===== config.mk =====
export PLATFORM = sky130hd
export DESIGN_NAME = autoneg_status_advert_regs
export DESIGN_NICKNAME = d
export VERILOG_FILES = /design/src/design/negotiation_pkg.sv /design/src/design/ahb_word_slave.sv /design/src/design/autoneg_status_advert_regs.sv
export SDC_FILE = /design/constraint.sdc
export NUM_CORES = 1
export LEC_CHECK = 0
export ABC_AREA = 1
export BUFFER_PORTS_ARGS = -buffer_cell sky130_fd_sc_hd__buf_4
export CORE_ASPECT_RATIO = 0.9
export CORE_MARGIN = 2
export CORE_UTILIZATION = 45
export CTS_BUF_LIST = sky130_fd_sc_hd__clkbuf_8
export DETAILED_ROUTE_END_ITERATION = 8
export PLACE_DENSITY_LB_ADDON = 0.2
export SYNTH_ARGS = -nofsm -noshare
export SYNTH_HDL_FRONTEND = slang
export SYNTH_SLANG_ARGS = --single-unit

===== constraint.sdc =====
create_clock -name clk -period 1.9 [get_ports clk]
set_clock_uncertainty 0.1 [all_clocks]
set_input_delay 0.38 -clock clk [delete_from_list [all_inputs] [get_ports clk]]
set_output_delay 0.38 -clock clk [all_outputs]
set_load 0.01 [all_outputs]

===== src/design/negotiation_pkg.sv =====
// constants for the negotiation status and advertisement register bank
package negotiation_pkg;

  localparam int DATA_W = 32;
  localparam int REG_W  = 16;

  // ****************************************************************
  // register indices, byte address is four times the index
  // ****************************************************************
  localparam logic [11:0] IDX_CONTROL = 12'h200;
  localparam logic [11:0] IDX_STATUS  = 12'h201;
  localparam logic [11:0] IDX_ADV_LOW = 12'h202;
  localparam logic [11:0] IDX_ADV_MID = 12'h203;

  // ****************************************************************
  // reset values
  // ****************************************************************
  localparam logic [15:0] RST_CONTROL = 16'h1000;
  localparam logic [15:0] RST_STATUS  = 16'h0008;
  localparam logic [15:0] RST_ADV_LOW = 16'h0001;
  localparam logic [15:0] RST_ADV_MID = 16'h4000;

  // ****************************************************************
  // field positions
  // ****************************************************************
  localparam int BIT_ENABLE      = 12;
  localparam int BIT_PAGE_RX     = 6;
  localparam int BIT_DONE        = 5;
  localparam int BIT_FAULT_LATCH = 4;
  localparam int BIT_CAPABLE     = 3;
  localparam int BIT_LINK        = 2;
  localparam int BIT_MORE_PAGES  = 15;
  localparam int BIT_ACK         = 14;
  localparam int BIT_ADV_FAULT   = 13;
  localparam int BIT_FORCE_ROLE  = 12;
  localparam int BIT_PAUSE_HI    = 11;
  localparam int BIT_PAUSE_LO    = 10;
  localparam int BIT_SEL_HI      = 4;
  localparam int BIT_SEL_LO      = 0;
  localparam int BIT_LONG_REACH  = 14;
  localparam int BIT_MASTER      = 4;
  localparam int NONCE_ROLE_BIT  = 4;

  localparam logic [4:0] SELECTOR_ETHERNET = 5'h01;

  // ahb encodings
  localparam logic [2:0] HSIZE_WORD = 3'h2;
  localparam logic       HRESP_OKAY = 1'h0;

endpackage


===== src/design/ahb_word_slave.sv =====
// AHB-Lite slave front end with one wait state per word transfer
`timescale 1ns/1ps
module ahb_word_slave #(
  parameter int ADDR_W = 16
) (
  input  wire logic              clk,
  input  wire logic              rst_n,
  input  wire logic              hsel,
  input  wire logic [ADDR_W-1:0] haddr,
  input  wire logic [1:0]        htrans,
  input  wire logic              hwrite,
  input  wire logic [2:0]        hsize,
  input  wire logic              hready,
  input  wire logic [31:0]       hwdata,
  output logic      [31:0]       hrdata,
  output logic                   hreadyout,
  output logic                   hresp,
  output logic      [ADDR_W-3:0] acc_index,
  output logic                   rd_strobe,
  output logic                   wr_strobe,
  output logic      [31:0]       wr_data,
  input  wire logic [31:0]       rd_data
);

  typedef enum logic [1:0] {PH_IDLE, PH_WAIT, PH_DONE} phase_t;

  phase_t            phase_reg;
  phase_t            phase_next;
  logic              write_reg;
  logic              word_reg;
  logic [ADDR_W-3:0] index_reg;
  logic [31:0]       hrdata_reg;

  wire take = hsel && hready && htrans[1];
  wire is_word = (hsize == negotiation_pkg::HSIZE_WORD);

  always_comb
  begin
    phase_next = phase_reg;
    case (phase_reg)
      PH_IDLE: phase_next = take ? PH_WAIT : PH_IDLE;
      PH_WAIT: phase_next = PH_DONE;
      PH_DONE: phase_next = take ? PH_WAIT : PH_IDLE;
      default: phase_next = PH_IDLE;
    endcase
  end

  always_ff @(posedge clk)
  begin
    if (!rst_n)
    begin
      phase_reg  <= PH_IDLE;
      write_reg  <= 1'b0;
      word_reg   <= 1'b0;
      index_reg  <= '0;
      hrdata_reg <= '0;
    end
    else
    begin
      phase_reg <= phase_next;
      if (take && phase_reg != PH_WAIT)
      begin
        write_reg <= hwrite;
        word_reg  <= is_word;
        index_reg <= haddr[ADDR_W-1:2];
      end
      if (rd_strobe)
        hrdata_reg <= rd_data;
    end
  end

  // the wait state lets read data come from a flop and gives hwdata time
  assign hreadyout = (phase_reg != PH_WAIT);
  assign hresp     = negotiation_pkg::HRESP_OKAY;
  assign hrdata    = hrdata_reg;
  assign acc_index = index_reg;
  assign wr_data   = hwdata;
  // sub-word transfers complete without effect
  assign rd_strobe = (phase_reg == PH_WAIT) && word_reg && !write_reg;
  assign wr_strobe = (phase_reg == PH_WAIT) && word_reg && write_reg;

endmodule


===== src/design/autoneg_status_advert_regs.sv =====
// negotiation status, control and local advertisement registers over AHB-Lite
`timescale 1ns/1ps
module autoneg_status_advert_regs #(
  parameter int ADDR_W = 16
) (
  input  wire logic              clk,
  input  wire logic              rst_n,
  // ****************************************************************
  // register bus
  // ****************************************************************
  input  wire logic              hsel,
  input  wire logic [ADDR_W-1:0] haddr,
  input  wire logic [1:0]        htrans,
  input  wire logic              hwrite,
  input  wire logic [2:0]        hsize,
  input  wire logic              hready,
  input  wire logic [31:0]       hwdata,
  output logic      [31:0]       hrdata,
  output logic                   hreadyout,
  output logic                   hresp,
  // ****************************************************************
  // negotiation engine side
  // ****************************************************************
  input  wire logic              master_role_strap,
  input  wire logic              attempt_start,
  input  wire logic              page_captured,
  input  wire logic              page_is_base,
  input  wire logic              partner_fault_bit,
  input  wire logic              codeword_seen,
  input  wire logic              negotiation_finished,
  input  wire logic              link_ok,
  output logic                   negotiation_enable,
  output logic                   partner_base_valid,
  output logic                   advertise_more_pages,
  output logic                   codeword_acknowledge,
  output logic                   advertise_fault,
  output logic                   forced_role_select,
  output logic      [1:0]        advertise_pause,
  output logic      [4:0]        selector_field,
  output logic                   advertise_long_reach_ability,
  output logic                   advertise_master_role,
  output logic                   nonce_role_bit
);

  // ****************************************************************
  // parameter checks
  // ****************************************************************
  // indices need twelve bits above the byte offset
  if (ADDR_W < 14 || ADDR_W > 32)
  begin : g_bad_addr_w
    $error("ADDR_W must lie between 14 and 32");
  end

  // ****************************************************************
  // bus front end
  // ****************************************************************
  logic [ADDR_W-3:0] acc_index;
  logic              rd_strobe;
  logic              wr_strobe;
  logic [31:0]       wr_data;
  logic [31:0]       rd_data;

  ahb_word_slave #(
    .ADDR_W (ADDR_W)
  ) u_slave (
    .clk       (clk),
    .rst_n     (rst_n),
    .hsel      (hsel),
    .haddr     (haddr),
    .htrans    (htrans),
    .hwrite    (hwrite),
    .hsize     (hsize),
    .hready    (hready),
    .hwdata    (hwdata),
    .hrdata    (hrdata),
    .hreadyout (hreadyout),
    .hresp     (hresp),
    .acc_index (acc_index),
    .rd_strobe (rd_strobe),
    .wr_strobe (wr_strobe),
    .wr_data   (wr_data),
    .rd_data   (rd_data)
  );

  // ****************************************************************
  // address decode
  // ****************************************************************
  function automatic logic index_hit(input logic [ADDR_W-3:0] idx, input logic [11:0] target);
    index_hit = (idx == {{(ADDR_W-14){1'b0}}, target});
  endfunction

  wire sel_control = index_hit(acc_index, negotiation_pkg::IDX_CONTROL);
  wire sel_status  = index_hit(acc_index, negotiation_pkg::IDX_STATUS);
  wire sel_low     = index_hit(acc_index, negotiation_pkg::IDX_ADV_LOW);
  wire sel_mid     = index_hit(acc_index, negotiation_pkg::IDX_ADV_MID);

  wire wr_control  = wr_strobe && sel_control;
  wire wr_low      = wr_strobe && sel_low;
  wire wr_mid      = wr_strobe && sel_mid;
  // the status read is what clears the latched flags
  wire status_read = rd_strobe && sel_status;

  // ****************************************************************
  // state registers
  // ****************************************************************
  logic       enable_reg;
  logic       page_rx_reg;
  logic       page_rx_next;
  logic       fault_latch_reg;
  logic       fault_latch_next;
  logic       link_latch_reg;
  logic       link_latch_next;
  logic       base_valid_reg;
  logic       base_valid_next;
  logic       ack_reg;
  logic       more_pages_reg;
  logic       adv_fault_reg;
  logic       force_role_reg;
  logic [1:0] pause_reg;
  logic       long_reach_reg;
  logic       master_reg;
  logic       strap_taken_reg;

  // ****************************************************************
  // latched status flags
  // ****************************************************************
  // page flag, set wins over read clear
  assign page_rx_next = page_captured || (page_rx_reg && !status_read);

  assign fault_latch_next = (page_captured && page_is_base && partner_fault_bit)
                            || (fault_latch_reg && !status_read);

  // link latched low, a read reloads the live level
  assign link_latch_next = status_read ? link_ok : (link_latch_reg && link_ok);

  // base page valid after first base page in attempt
  assign base_valid_next = (attempt_start || !enable_reg) ? 1'b0
                           : (base_valid_reg || (page_captured && page_is_base));

  always_ff @(posedge clk)
  begin
    if (!rst_n)
    begin
      page_rx_reg     <= 1'b0;
      fault_latch_reg <= 1'b0;
      link_latch_reg  <= 1'b0;
      base_valid_reg  <= 1'b0;
      ack_reg         <= 1'b0;
    end
    else
    begin
      page_rx_reg     <= page_rx_next;
      fault_latch_reg <= fault_latch_next;
      link_latch_reg  <= link_latch_next;
      base_valid_reg  <= base_valid_next;
      ack_reg         <= codeword_seen && enable_reg;
    end
  end

  // ****************************************************************
  // control register
  // ****************************************************************
  always_ff @(posedge clk)
  begin
    if (!rst_n)
      enable_reg <= negotiation_pkg::RST_CONTROL[negotiation_pkg::BIT_ENABLE];
    else if (wr_control)
      enable_reg <= wr_data[negotiation_pkg::BIT_ENABLE];
  end

  // ****************************************************************
  // advertisement low word
  // ****************************************************************
  always_ff @(posedge clk)
  begin
    if (!rst_n)
    begin
      more_pages_reg <= negotiation_pkg::RST_ADV_LOW[negotiation_pkg::BIT_MORE_PAGES];
      adv_fault_reg  <= negotiation_pkg::RST_ADV_LOW[negotiation_pkg::BIT_ADV_FAULT];
      force_role_reg <= negotiation_pkg::RST_ADV_LOW[negotiation_pkg::BIT_FORCE_ROLE];
      pause_reg      <= negotiation_pkg::RST_ADV_LOW[negotiation_pkg::BIT_PAUSE_HI:negotiation_pkg::BIT_PAUSE_LO];
    end
    else if (wr_low)
    begin
      more_pages_reg <= wr_data[negotiation_pkg::BIT_MORE_PAGES];
      adv_fault_reg  <= wr_data[negotiation_pkg::BIT_ADV_FAULT];
      force_role_reg <= wr_data[negotiation_pkg::BIT_FORCE_ROLE];
      pause_reg      <= wr_data[negotiation_pkg::BIT_PAUSE_HI:negotiation_pkg::BIT_PAUSE_LO];
    end
  end

  // ****************************************************************
  // advertisement middle word
  // ****************************************************************
  // strap is sampled on the first edge after reset release, never under reset
  always_ff @(posedge clk)
  begin
    if (!rst_n)
    begin
      long_reach_reg  <= negotiation_pkg::RST_ADV_MID[negotiation_pkg::BIT_LONG_REACH];
      master_reg      <= negotiation_pkg::RST_ADV_MID[negotiation_pkg::BIT_MASTER];
      strap_taken_reg <= 1'b0;
    end
    else
    begin
      strap_taken_reg <= 1'b1;
      if (wr_mid)
        long_reach_reg <= wr_data[negotiation_pkg::BIT_LONG_REACH];
      if (!strap_taken_reg)
        master_reg <= master_role_strap;
      else if (wr_mid)
        master_reg <= wr_data[negotiation_pkg::BIT_MASTER];
    end
  end

  // ****************************************************************
  // register images
  // ****************************************************************
  logic [15:0] control_image;
  logic [15:0] status_image;
  logic [15:0] low_image;
  logic [15:0] mid_image;

  // done needs finish, live link and enable
  wire done_live = negotiation_finished && link_ok && enable_reg;

  always_comb
  begin
    control_image = '0;
    control_image[negotiation_pkg::BIT_ENABLE] = enable_reg;
  end

  always_comb
  begin
    status_image = '0;
    status_image[negotiation_pkg::BIT_PAGE_RX]     = page_rx_reg;
    status_image[negotiation_pkg::BIT_DONE]        = done_live;
    status_image[negotiation_pkg::BIT_FAULT_LATCH] = fault_latch_reg;
    status_image[negotiation_pkg::BIT_CAPABLE]     = negotiation_pkg::RST_STATUS[negotiation_pkg::BIT_CAPABLE];
    status_image[negotiation_pkg::BIT_LINK]        = link_latch_reg;
  end

  always_comb
  begin
    low_image = '0;
    low_image[negotiation_pkg::BIT_MORE_PAGES] = more_pages_reg;
    low_image[negotiation_pkg::BIT_ACK]        = ack_reg;
    low_image[negotiation_pkg::BIT_ADV_FAULT]  = adv_fault_reg;
    low_image[negotiation_pkg::BIT_FORCE_ROLE] = force_role_reg;
    low_image[negotiation_pkg::BIT_PAUSE_HI:negotiation_pkg::BIT_PAUSE_LO] = pause_reg;
    low_image[negotiation_pkg::BIT_SEL_HI:negotiation_pkg::BIT_SEL_LO]     = negotiation_pkg::SELECTOR_ETHERNET;
  end

  always_comb
  begin
    mid_image = '0;
    mid_image[negotiation_pkg::BIT_LONG_REACH] = long_reach_reg;
    mid_image[negotiation_pkg::BIT_MASTER]     = master_reg;
  end

  // ****************************************************************
  // read selection
  // ****************************************************************
  // unmapped indices read zero and still answer okay
  wire [15:0] read_word = sel_control ? control_image :
                          sel_status  ? status_image  :
                          sel_low     ? low_image     :
                          sel_mid     ? mid_image     : 16'h0000;

  assign rd_data = {16'h0000, read_word};

  // ****************************************************************
  // engine outputs
  // ****************************************************************
  assign negotiation_enable           = enable_reg;
  assign partner_base_valid           = base_valid_reg;
  assign advertise_more_pages         = more_pages_reg;
  assign codeword_acknowledge         = ack_reg;
  assign advertise_fault              = adv_fault_reg;
  assign forced_role_select           = force_role_reg;
  assign advertise_pause              = pause_reg;
  assign selector_field               = negotiation_pkg::SELECTOR_ETHERNET;
  assign advertise_long_reach_ability = long_reach_reg;
  assign advertise_master_role        = master_reg;
  assign nonce_role_bit               = master_reg;

endmodule


# ---- After elaboration in Yosys (flattened, before gate mapping)
# Cells that the tools add are included.
dict set report word_totals {
  reg_bits 48
  input_bits 66
  output_inout_bits 50
  word_cells 66
}
dict set report op_classes {
  eq_ne 9
  n_mux 10
  n_bitwise 1
  reduce_logical 28
}
# op n
set ops {}
lappend ops {{equality test 14 x 10 -> 1 bit (second input constant)} 4}
lappend ops {{2-to-1 mux 16 bit} 3}
lappend ops {{logical AND 1 bit} 18}
lappend ops {{2-to-1 mux 15 bit} 1}
lappend ops {{2-to-1 mux 1 bit} 5}
lappend ops {{logical OR 1 bit} 4}
lappend ops {{case mux 2 bit (2 select lines)} 1}
lappend ops {{OR reduction 2 bit} 2}
lappend ops {{equality test 3 x 2 -> 1 bit (second input constant)} 1}
lappend ops {{logical NOT 1 bit} 3}
lappend ops {{equality test 2 x 1 -> 1 bit (second input constant)} 1}
lappend ops {{equality test 2 bit (second input constant)} 1}
lappend ops {{logical NOT 2 bit} 1}
lappend ops {{inequality test 2 x 1 -> 1 bit (second input constant)} 1}
lappend ops {{inequality test 2 bit (second input constant)} 1}
lappend ops {{NOT 1 bit} 1}

# ---- Logic depth before layout (Yosys ltp)
# Gate-level depths: netlist of run 1.
dict set report depth {
  depth_word 7
  depth_mapped 10
}

# ---- By module
# From an unflattened synthesis of run 1, not the netlist that was laid out.
dict set report unflattened {
  hier_cells 471
  hier_area_um2 3337.0
}
# module n_inst cells_per_inst area_each_um2 seq_area_each_um2
set by_module_without_submodules {}
lappend by_module_without_submodules {ahb_word_slave 1 347 2479.9 1001.0}
lappend by_module_without_submodules {autoneg_status_advert_regs 1 124 857.1 280.3}

# ---- Worst setup path before layout of run 1
# Ideal clock, no wire load.
dict set report synth_timing {
  path_kind {reg-to-reg}
  from {register u_slave.index_reg[12] (netlist: u_slave.acc_index[12])}
  to {register adv_fault_reg (netlist: advertise_fault)}
  setup_ns 0.111
  arrival_ns 1.077
  setup_slack_ns 0.612
  stages_incl_launch_ff 8
  path_buffers 0
  period_less_slack_ns 1.288
  path_cell_list {dfxtp_1 or2_4 nor2_8 nand2_4 nor2_8 nand2_1 nand2_1 nor2_2}
}
dict set report synth_between {
  elab_chain_len 2
}
# item line_no
set synth_lines {}
lappend synth_lines {{from (decl)} ahb_word_slave.sv:31} ;# logic [ADDR_W-3:0] index_reg;
lappend synth_lines {{from (signal assigned)} ahb_word_slave.sv:65} ;# index_reg <= haddr[ADDR_W-1:2];
lappend synth_lines {{equality test 14 x 10 -> 1 bit} autoneg_status_advert_regs.sv:89} ;# index_hit = (idx == {{(ADDR_W-14){1'b0}}, target});
lappend synth_lines {{logical AND 1 bit} autoneg_status_advert_regs.sv:98} ;# wire wr_low = wr_strobe && sel_low;
lappend synth_lines {{to (signal assigned)} autoneg_status_advert_regs.sv:179} ;# adv_fault_reg <= negotiation_pkg::RST_ADV_LOW[negotiation_pkg::BIT_ADV_FAULT];
lappend synth_lines {{to (signal assigned)} autoneg_status_advert_regs.sv:186} ;# adv_fault_reg <= wr_data[negotiation_pkg::BIT_ADV_FAULT];
lappend synth_lines {{to (decl)} autoneg_status_advert_regs.sv:117} ;# logic adv_fault_reg;
# No other way between the ends.
# A chain may end at the register's enable or synchronous reset.

# ---- Final worst setup path of run 1
dict set report layout_timing {
  from {register u_slave.phase_reg[1]}
  to {register u_slave.index_reg[1] (netlist: u_slave.acc_index[1])}
}
dict set report layout_between {
  elab_chain_len 2
}
# item line_no
set layout_lines {}
lappend layout_lines {{from (decl)} ahb_word_slave.sv:27} ;# phase_t phase_reg;
lappend layout_lines {{from (signal assigned)} ahb_word_slave.sv:60} ;# phase_reg <= phase_next;
lappend layout_lines {{inequality test 2 x 1 -> 1 bit} ahb_word_slave.sv:61} ;# if (take && phase_reg != PH_WAIT)
lappend layout_lines {{logical AND 1 bit} ahb_word_slave.sv:61}
# No other way between the ends.

==> results.ini, run 1 <==
[route]
drtIter0Drc = 72
drc = 0
post_drt_via_cell_ratio = 4.358
drt_wl_total_um = 3906
dr_total_vias = 1730
drt-pass1-iter-count = 4
avgRoutedWirePerCell_um = 9.839
antenna_left = 0

[setup_path]
cp_cell_sequence = inv_1, nand2_2, inv_1, nor2_4, clkinvlp_4, o21ai_0, a21oi_1
path_delay_family = buffers and inverters
worstPathMaxFanout = 21
cp-start-kind = flop
slowest_stage = clkinvlp_4
slowest_delay_ns = 0.37
worstPathRequired_ns = 1.98
regToRegSetupSlack_ns = 0.22
worstSetupEndpointType = flop
path_common_cell = inv_1
arrival_ns = 1.75
crit_buf_inv = 3
path_class = flop to flop

[power]
power.leakage_nw = 1.242
power_w = 0.001733
ir_drop_uv = 418.6
power_density_nw_per_um2 = 684.1

[synth]
synth-main-ff-cell = dfxtp_1
synth-edff-count = 0
ys_seq_elements = 44
syn_area_per_cell_um2 = 7.375
syn_area_um2 = 2028
synth_adder_area_share_pct = 0
synth_compound_area_share_pct = 9.747
synth_seq_area_share_pct = 43.43
async_flop_share_pct = 0
syn_inst = 275
synth_xor_area_share_pct = 0
yosys.area_share.simple_pct = 28.50
synth_top_family_by_area = simple AND/OR/NAND/NOR gates
synth.distinct_cells = 25
ys_warn_count = 0
muxShareOfSynthArea_pct = 0.5552

[cts]
cts_root_buf = clkbuf_8
cts_tree = built
numCtsBuffers = 5
cts.path.max_buffers = 2
htree_levels = 2
hold_buffers = 0
cts.sinks = 44
clkTransAtPathRegs_ns = 0.07
clock_latency_ns = 0.29

[timing]
tns_ns = 0
setup_violations = 0
rsz0062_at_grt = false
fin_crit_sh_pct = 88.18
hold_ws_ns = 0.1430
final_max_slew_viol_count = 0
max_freq_mhz = 596.9
hold_viol_final = 0
min_period_ns = 1.675

[finish]
drive_gt1_share_pct = 27.76
finalNetCount = 400
diodes = 0
area_delta_synth_final_pct = 24.92
layout_commonest_cell = buf_4
layout_common_cells = buf_4, nand2_1, dfxtp_1
largest_reg_flops = 14
fin_area_um2 = 2534

[worst_hold_path]
worstHoldPathType = primary input to flop

[flow_run]
cap_violations = 0

[place]
place_area_um2 = 2432
port_buffers = 61
hpwl_um = 2964
gp_congestion = 0.7542

[die]
die-area_um2 = 5061
core-area_um2 = 4403
io-pin-count = 116
die_w_um = 74.77
die_h_um = 67.69
initial_utilization_pct = 46.06
rows = 23

[global_route]
antenna_found_initial = 0
grt_usage_pct = 16.34
grt_pass1_wl_um = 6341
grt_max_degree = 28
gr-total-overflow = 0
grt_pass1_vias = 1484

[run_status]
status = finished, final reports clean

-- area by class of cell --
class	count	area [um^2]
Clock buffer	6	82.58
Clock inverter	2	7.507
Fill cell	457	1869
Inverter	31	120.1
Multi-Input combinational cell	189	892.1
Sequential cell	44	880.8
Tap cell	62	77.57
Timing Repair Buffer	63	473.0
-- per-layer routing --
layer	routed length, um	global-route usage (%)
met1	1832	21.16
met2	1677	25.66
met4	78	7.366
met3	318	4.030
met5	0	0
-- path summary, 6_finish.rpt --
path                        startpoint              endpoint  depth (start not counted)
setup reg to reg  u_slave.phase_reg[1]  u_slave.acc_index[1]                          7
hold reg to reg   u_slave.phase_reg[0]  u_slave.phase_reg[0]                          1
setup / recovery  u_slave.phase_reg[1]  u_slave.acc_index[1]                          7
hold / removal           attempt_start    partner_base_valid                          2
-- kinds of logic (layout without fill, tap and decap cells) --
group | Yosys count | in the layout
compound gates | 39 | 39
buf+inv | 66 | 102
simple gates | 123 | 123
mux | 1 | 1
flops | 44 | 44
other cells | 2 | 26
-- cells in the mapped netlist, types with 2 or more instances --
master     n  area share, %
inv_1     25            4.6
a21oi_1   20            4.9
inv_2      5           0.93
buf_2      3           0.74
o21ai_0   18            4.4
nand2_1   53            9.8
conb_1     2           0.37
nand4_1    3           0.93
nor2_1    37            6.8
dfxtp_1   44             43
nor2_2     7            2.2
nand3_2    2           0.99
nor2_8     2            2.0
nand3_1   12            3.0
clkbuf_1   5           0.93
nor3_1     2           0.49
buf_4     27             10
-- where the power goes --
group          total (W)  leakage (nW)  switching, W  internal (W)
Clock           0.000579        0.0538      0.000294      0.000286
Sequential      0.000961         0.358     0.0000141      0.000947
Combinational   0.000193         0.830      0.000107     0.0000858
Total            0.00173          1.24      0.000415       0.00132
-- stage by stage --
step / worst slack [ns] / utilization [%] / instances
global route: 0.03668 / 57.54 / 397
finish: 0.2247 / 57.54 / 397
detailed placement: -0.2442 / 55.24 / 389
CTS: 0.1967 / 57.54 / 397
floorplan: 0.6125 / - / 299
global placement: -0.2081 / 55.24 / 389
-- repair_timing --
item | in CTS | in global routing
setup endpoints to repair | 16 | 0
setup buffers | 0 | 0
gates resized for setup | 3 | 0
No activity file was read; power rests on OpenSTA's default activity.
==> inputs of run 2 (changes only) <==
- CORE_ASPECT_RATIO: 0.9 -> default
- MAX_ROUTING_LAYER: default -> met4
==> results.ini, run 2 (synthesis gave the netlist of run 1 again) <==
[setup_path]
worstPathMaxFanout = 21
cp-start-kind = flop
path_class = flop to flop
worstSetupEndpointType = flop
regToRegSetupSlack_ns = 0.43
arrival_ns = 1.58
worstPathRequired_ns = 2.01

[timing]
finalWorstSetupSlack_ns = 0.4348
hold_viol_final = 0
min_period_ns = 1.465
max_freq_mhz = 682.5
rsz0062_at_grt = false
fin_crit_sh_pct = 77.12
relSlewSlack_pct = 61.93
worst_slew_pin_slew_ns = 0.5705
setup_violations = 0
tns_ns = 0
final_max_slew_viol_count = 0

[cts]
cts.sinks = 44
clock_latency_ns = 0.29
cts.path.max_buffers = 2
hold_buffers = 0
htree_levels = 2
cts_root_buf = clkbuf_8
clkTransAtPathRegs_ns = 0.07
numCtsBuffers = 5
postCtsSetupRepairBufs = 0
cts.repair.resized = 0
cts_tree = built

[die]
io-pin-count = 116
initial_utilization_pct = 46.58
die-area_um2 = 5060
core-area_um2 = 4354
die_w_um = 71.14
die_h_um = 71.14
rows = 24

[finish]
drive_gt1_share_pct = 27.60
final_core_util_pct = 57.99
layout_commonest_cell = buf_4
area_delta_synth_final_pct = 24.49
largest_reg_flops = 14
fin_area_um2 = 2525
num-fill-cells = 435
diodes = 0
finalNetCount = 402
layout_common_cells = buf_4, nand2_1, dfxtp_1

[worst_hold_path]
worstHoldPathType = primary input to flop

[global_route]
grt_usage_pct = 16.35
grt_pass1_wl_um = 6417
antenna_found_initial = 0
gr-total-overflow = 0
grt_pass1_vias = 1573
grt_max_degree = 22

[flow_run]
cap_violations = 0

[route]
antenna_left = 0
dr_total_vias = 1729
drt_wl_total_um = 3807
drtIter0Drc = 120
drt-pass1-iter-count = 4
avgRoutedWirePerCell_um = 9.787
drc = 0
post_drt_via_cell_ratio = 4.445

[place]
port_buffers = 61
gp_congestion = 0.7495
hpwl_um = 2885
pre_cts_ws_ns = 0.3162
place_area_um2 = 2435

[power]
power_w = 0.001730
power_density_nw_per_um2 = 685.0
ir_drop_uv = 398.3
power.leakage_nw = 1.253

[run_status]
status = finished, final reports clean

## run 2: worst paths after layout
path                        startpoint              endpoint  cells after the start
setup / recovery  u_slave.phase_reg[0]      u_slave.word_reg                      6
hold / removal           attempt_start    partner_base_valid                      2
setup reg to reg  u_slave.phase_reg[0]      u_slave.word_reg                      6
hold reg to reg   u_slave.phase_reg[0]  u_slave.phase_reg[0]                      1
## run 2: through the flow
stage | hold WS, ns | instances
5_1_grt | 0.1349 | 389
3_5_place_dp | 0.3327 | 381
2_1_floorplan | 0.3077 | 299
6_report | 0.1430 | 389
4_1_cts | 0.1324 | 389
3_3_place_gp | 0.3313 | 381
## run 2: report_power, final
part	total, W	switching (W)	internal [W]
clock	0.000575	0.000289	0.000286
sequential	0.000961	0.0000135	0.000947
combinational	0.000194	0.000106	0.0000876
## run 2: cell type report
class,instances,area [um^2],share of cell area [%]
Clock buffer,6,82.58,3.271
Tap cell,52,65.06,2.577
Sequential cell,44,880.8,34.89
Clock inverter,2,7.507,0.2973
Multi-Input combinational cell,189,884.6,35.03
Timing Repair Buffer,65,488.0,19.33
Inverter,31,116.4,4.609
## run 2: critical path, stage by stage, from the launching register on
cell and delay [ns]:
dfxtp_1 0.35, nand2_2 0.09, inv_1 0.09, nor2_1 0.05, inv_1 0.42, a21oi_1 0.10, a211oi_1 0.17
## run 2: per-layer routing
layer,track usage (%),wire [um]
met1,18.31,1711
met2,27.41,1765
met3,3.989,255
met4,7.547,74
met5,-,0
==> inputs of run 3 (changes only) <==
- clock period: 1.9 -> 1.4 ns (I/O delays scaled with it)
==> results.ini, run 3 (synthesis gave the netlist of run 1 again) <==
[die]
die_w_um = 71.14
initial_utilization_pct = 46.58
die_h_um = 71.14
rows = 24
io-pin-count = 116
core-area_um2 = 4354
die-area_um2 = 5060

[global_route]
gr-total-overflow = 0
antenna_found_initial = 0
grt_max_degree = 27
top_usage_layer = met2
met2_usage_pct = 30.94
grt_pass1_vias = 1719
grt_util_met1_pct = 21.60
grt_usage_pct = 18.43
grt_pass1_wl_um = 7238
grtUsageMet3_pct = 4.416

[run_status]
status = finished, violations left
violations = setup timing

[setup_path]
slowest_delay_ns = 0.32
r2r-start = u_slave.acc_index[13]
cp-start-kind = flop
slowest_stage = dfxtp_1
path_class = flop to flop
r2r_cells = 6
worstPathMaxFanout = 6
cp_cell_sequence = or2_4, nor2_8, nand2_4, nor2_4, nand2_2, a21oi_2
path_delay_family = simple AND/OR/NAND/NOR gates
crit_buf_inv = 0
worstPathRequired_ns = 1.52
arrival_ns = 1.57
worstSetupEndpointType = flop
crit_cells = 6
regToRegSetupSlack_ns = -0.05
r2r_end = u_slave.hrdata[10]

[timing]
max_freq_mhz = 690.7
final_max_slew_viol_count = 0
fin_crit_sh_pct = 103.4
setup_violations = 8
finalWorstSetupSlack_ns = -0.04780
min_period_ns = 1.448
rsz0062_at_grt = true
hold_viol_final = 0

[route]
avgRoutedWirePerCell_um = 10.74
antenna_left = 0
drc = 0
dr_total_vias = 1847
drt-pass1-iter-count = 4
post_drt_via_cell_ratio = 4.618
drtIter0Drc = 53
drt_wl_total_um = 4295

[finish]
fin_area_um2 = 2721
finalNetCount = 413
layout_commonest_cell = buf_4
layout_common_cells = buf_4, nand2_1, dfxtp_1
drive_gt1_share_pct = 36.21
final_core_util_pct = 62.50
diodes = 0
largest_reg_flops = 14
area_delta_synth_final_pct = 34.18

[cts]
numCtsBuffers = 5
cts.path.max_buffers = 2
cts_tree = built
hold_buffers = 0
clock_latency_ns = 0.29
htree_levels = 2
cts_root_buf = clkbuf_8
cts.sinks = 44
clkTransAtPathRegs_ns = 0.08

[place]
gp_congestion = 0.7576
port_buffers = 61
hpwl_um = 3081
pre_cts_ws_ns = -0.006271
place_area_um2 = 2485

[worst_hold_path]
worstHoldPathType = primary input to flop
min_from = attempt_start
min_to = partner_base_valid
hold_depth = 2

[flow_run]
cap_violations = 0

[power]
ir_drop_uv = 608.8
power_density_nw_per_um2 = 886.7
power.leakage_nw = 1.324

[run 3: changes by cell type in the layout (fill, tap and decap cells not counted), sizes merged]
cell / change
buf: +10
nor2: +1
[run 3: layout make-up]
type,count,area (um^2)
fill,419,1633
multi-input combinational,190,974.7
sequential,44,884.6
timing repair buffer,75,588.1
inverter,31,118.9
clock buffer,6,82.58
tap,52,65.06
clock inverter,2,7.507
[run 3: report_power, final]
part	leakage, nW	switching (W)	internal (W)
Sequential	0.359	0.0000221	0.00129
Combinational	0.911	0.000168	0.000144
Clock	0.0538	0.000405	0.000388
[run 3: worst max-delay path by stage]
| stage | slack, ns | start | end |
|---|---|---|---|
| after detailed placement | -0.006 | u_slave.acc_index[6] | u_slave.hrdata[13] |
| final | -0.05 | u_slave.acc_index[13] | u_slave.hrdata[10] |
| after CTS | -0.01 | u_slave.acc_index[6] | advertise_master_role |
| after floorplan | 0.11 | u_slave.acc_index[12] | advertise_fault |
| after global routing | -0.13 | u_slave.acc_index[1] | u_slave.hrdata[10] |
| after global placement | 0.02 | u_slave.acc_index[12] | advertise_pause[0] |
[run 3: layer usage]
metal / up-vias / share of wire (%)
li1: 946 / -
met1: 825 / 41
met2: 69 / 51
met3: 7 / 6.2
met4: 0 / 1.5
met5: - / 0
[run 3: repair_timing]
item	4_1_cts	5_1_grt
cloned	1	0
buffers inserted	2	3
resized for setup	2	28
endpoints found under the setup margin	8	28
hold endpoints to repair	0	0
pin swaps	1	14
[run 3: stage by stage]
step / cells / total power, W / setup TNS [ns] / hold slack [ns]
global route: 400 / 0.002534 / -1.310 / 0.03568
CTS: 397 / 0.002397 / -0.01541 / 0.03389
detailed placement: 386 / 0.001606 / -0.006271 / 0.3357
floorplan: 299 / 0.001533 / 0 / 0.2077
global placement: 386 / 0.001601 / 0 / 0.3315
finish: 400 / 0.002413 / -0.1987 / 0.04025
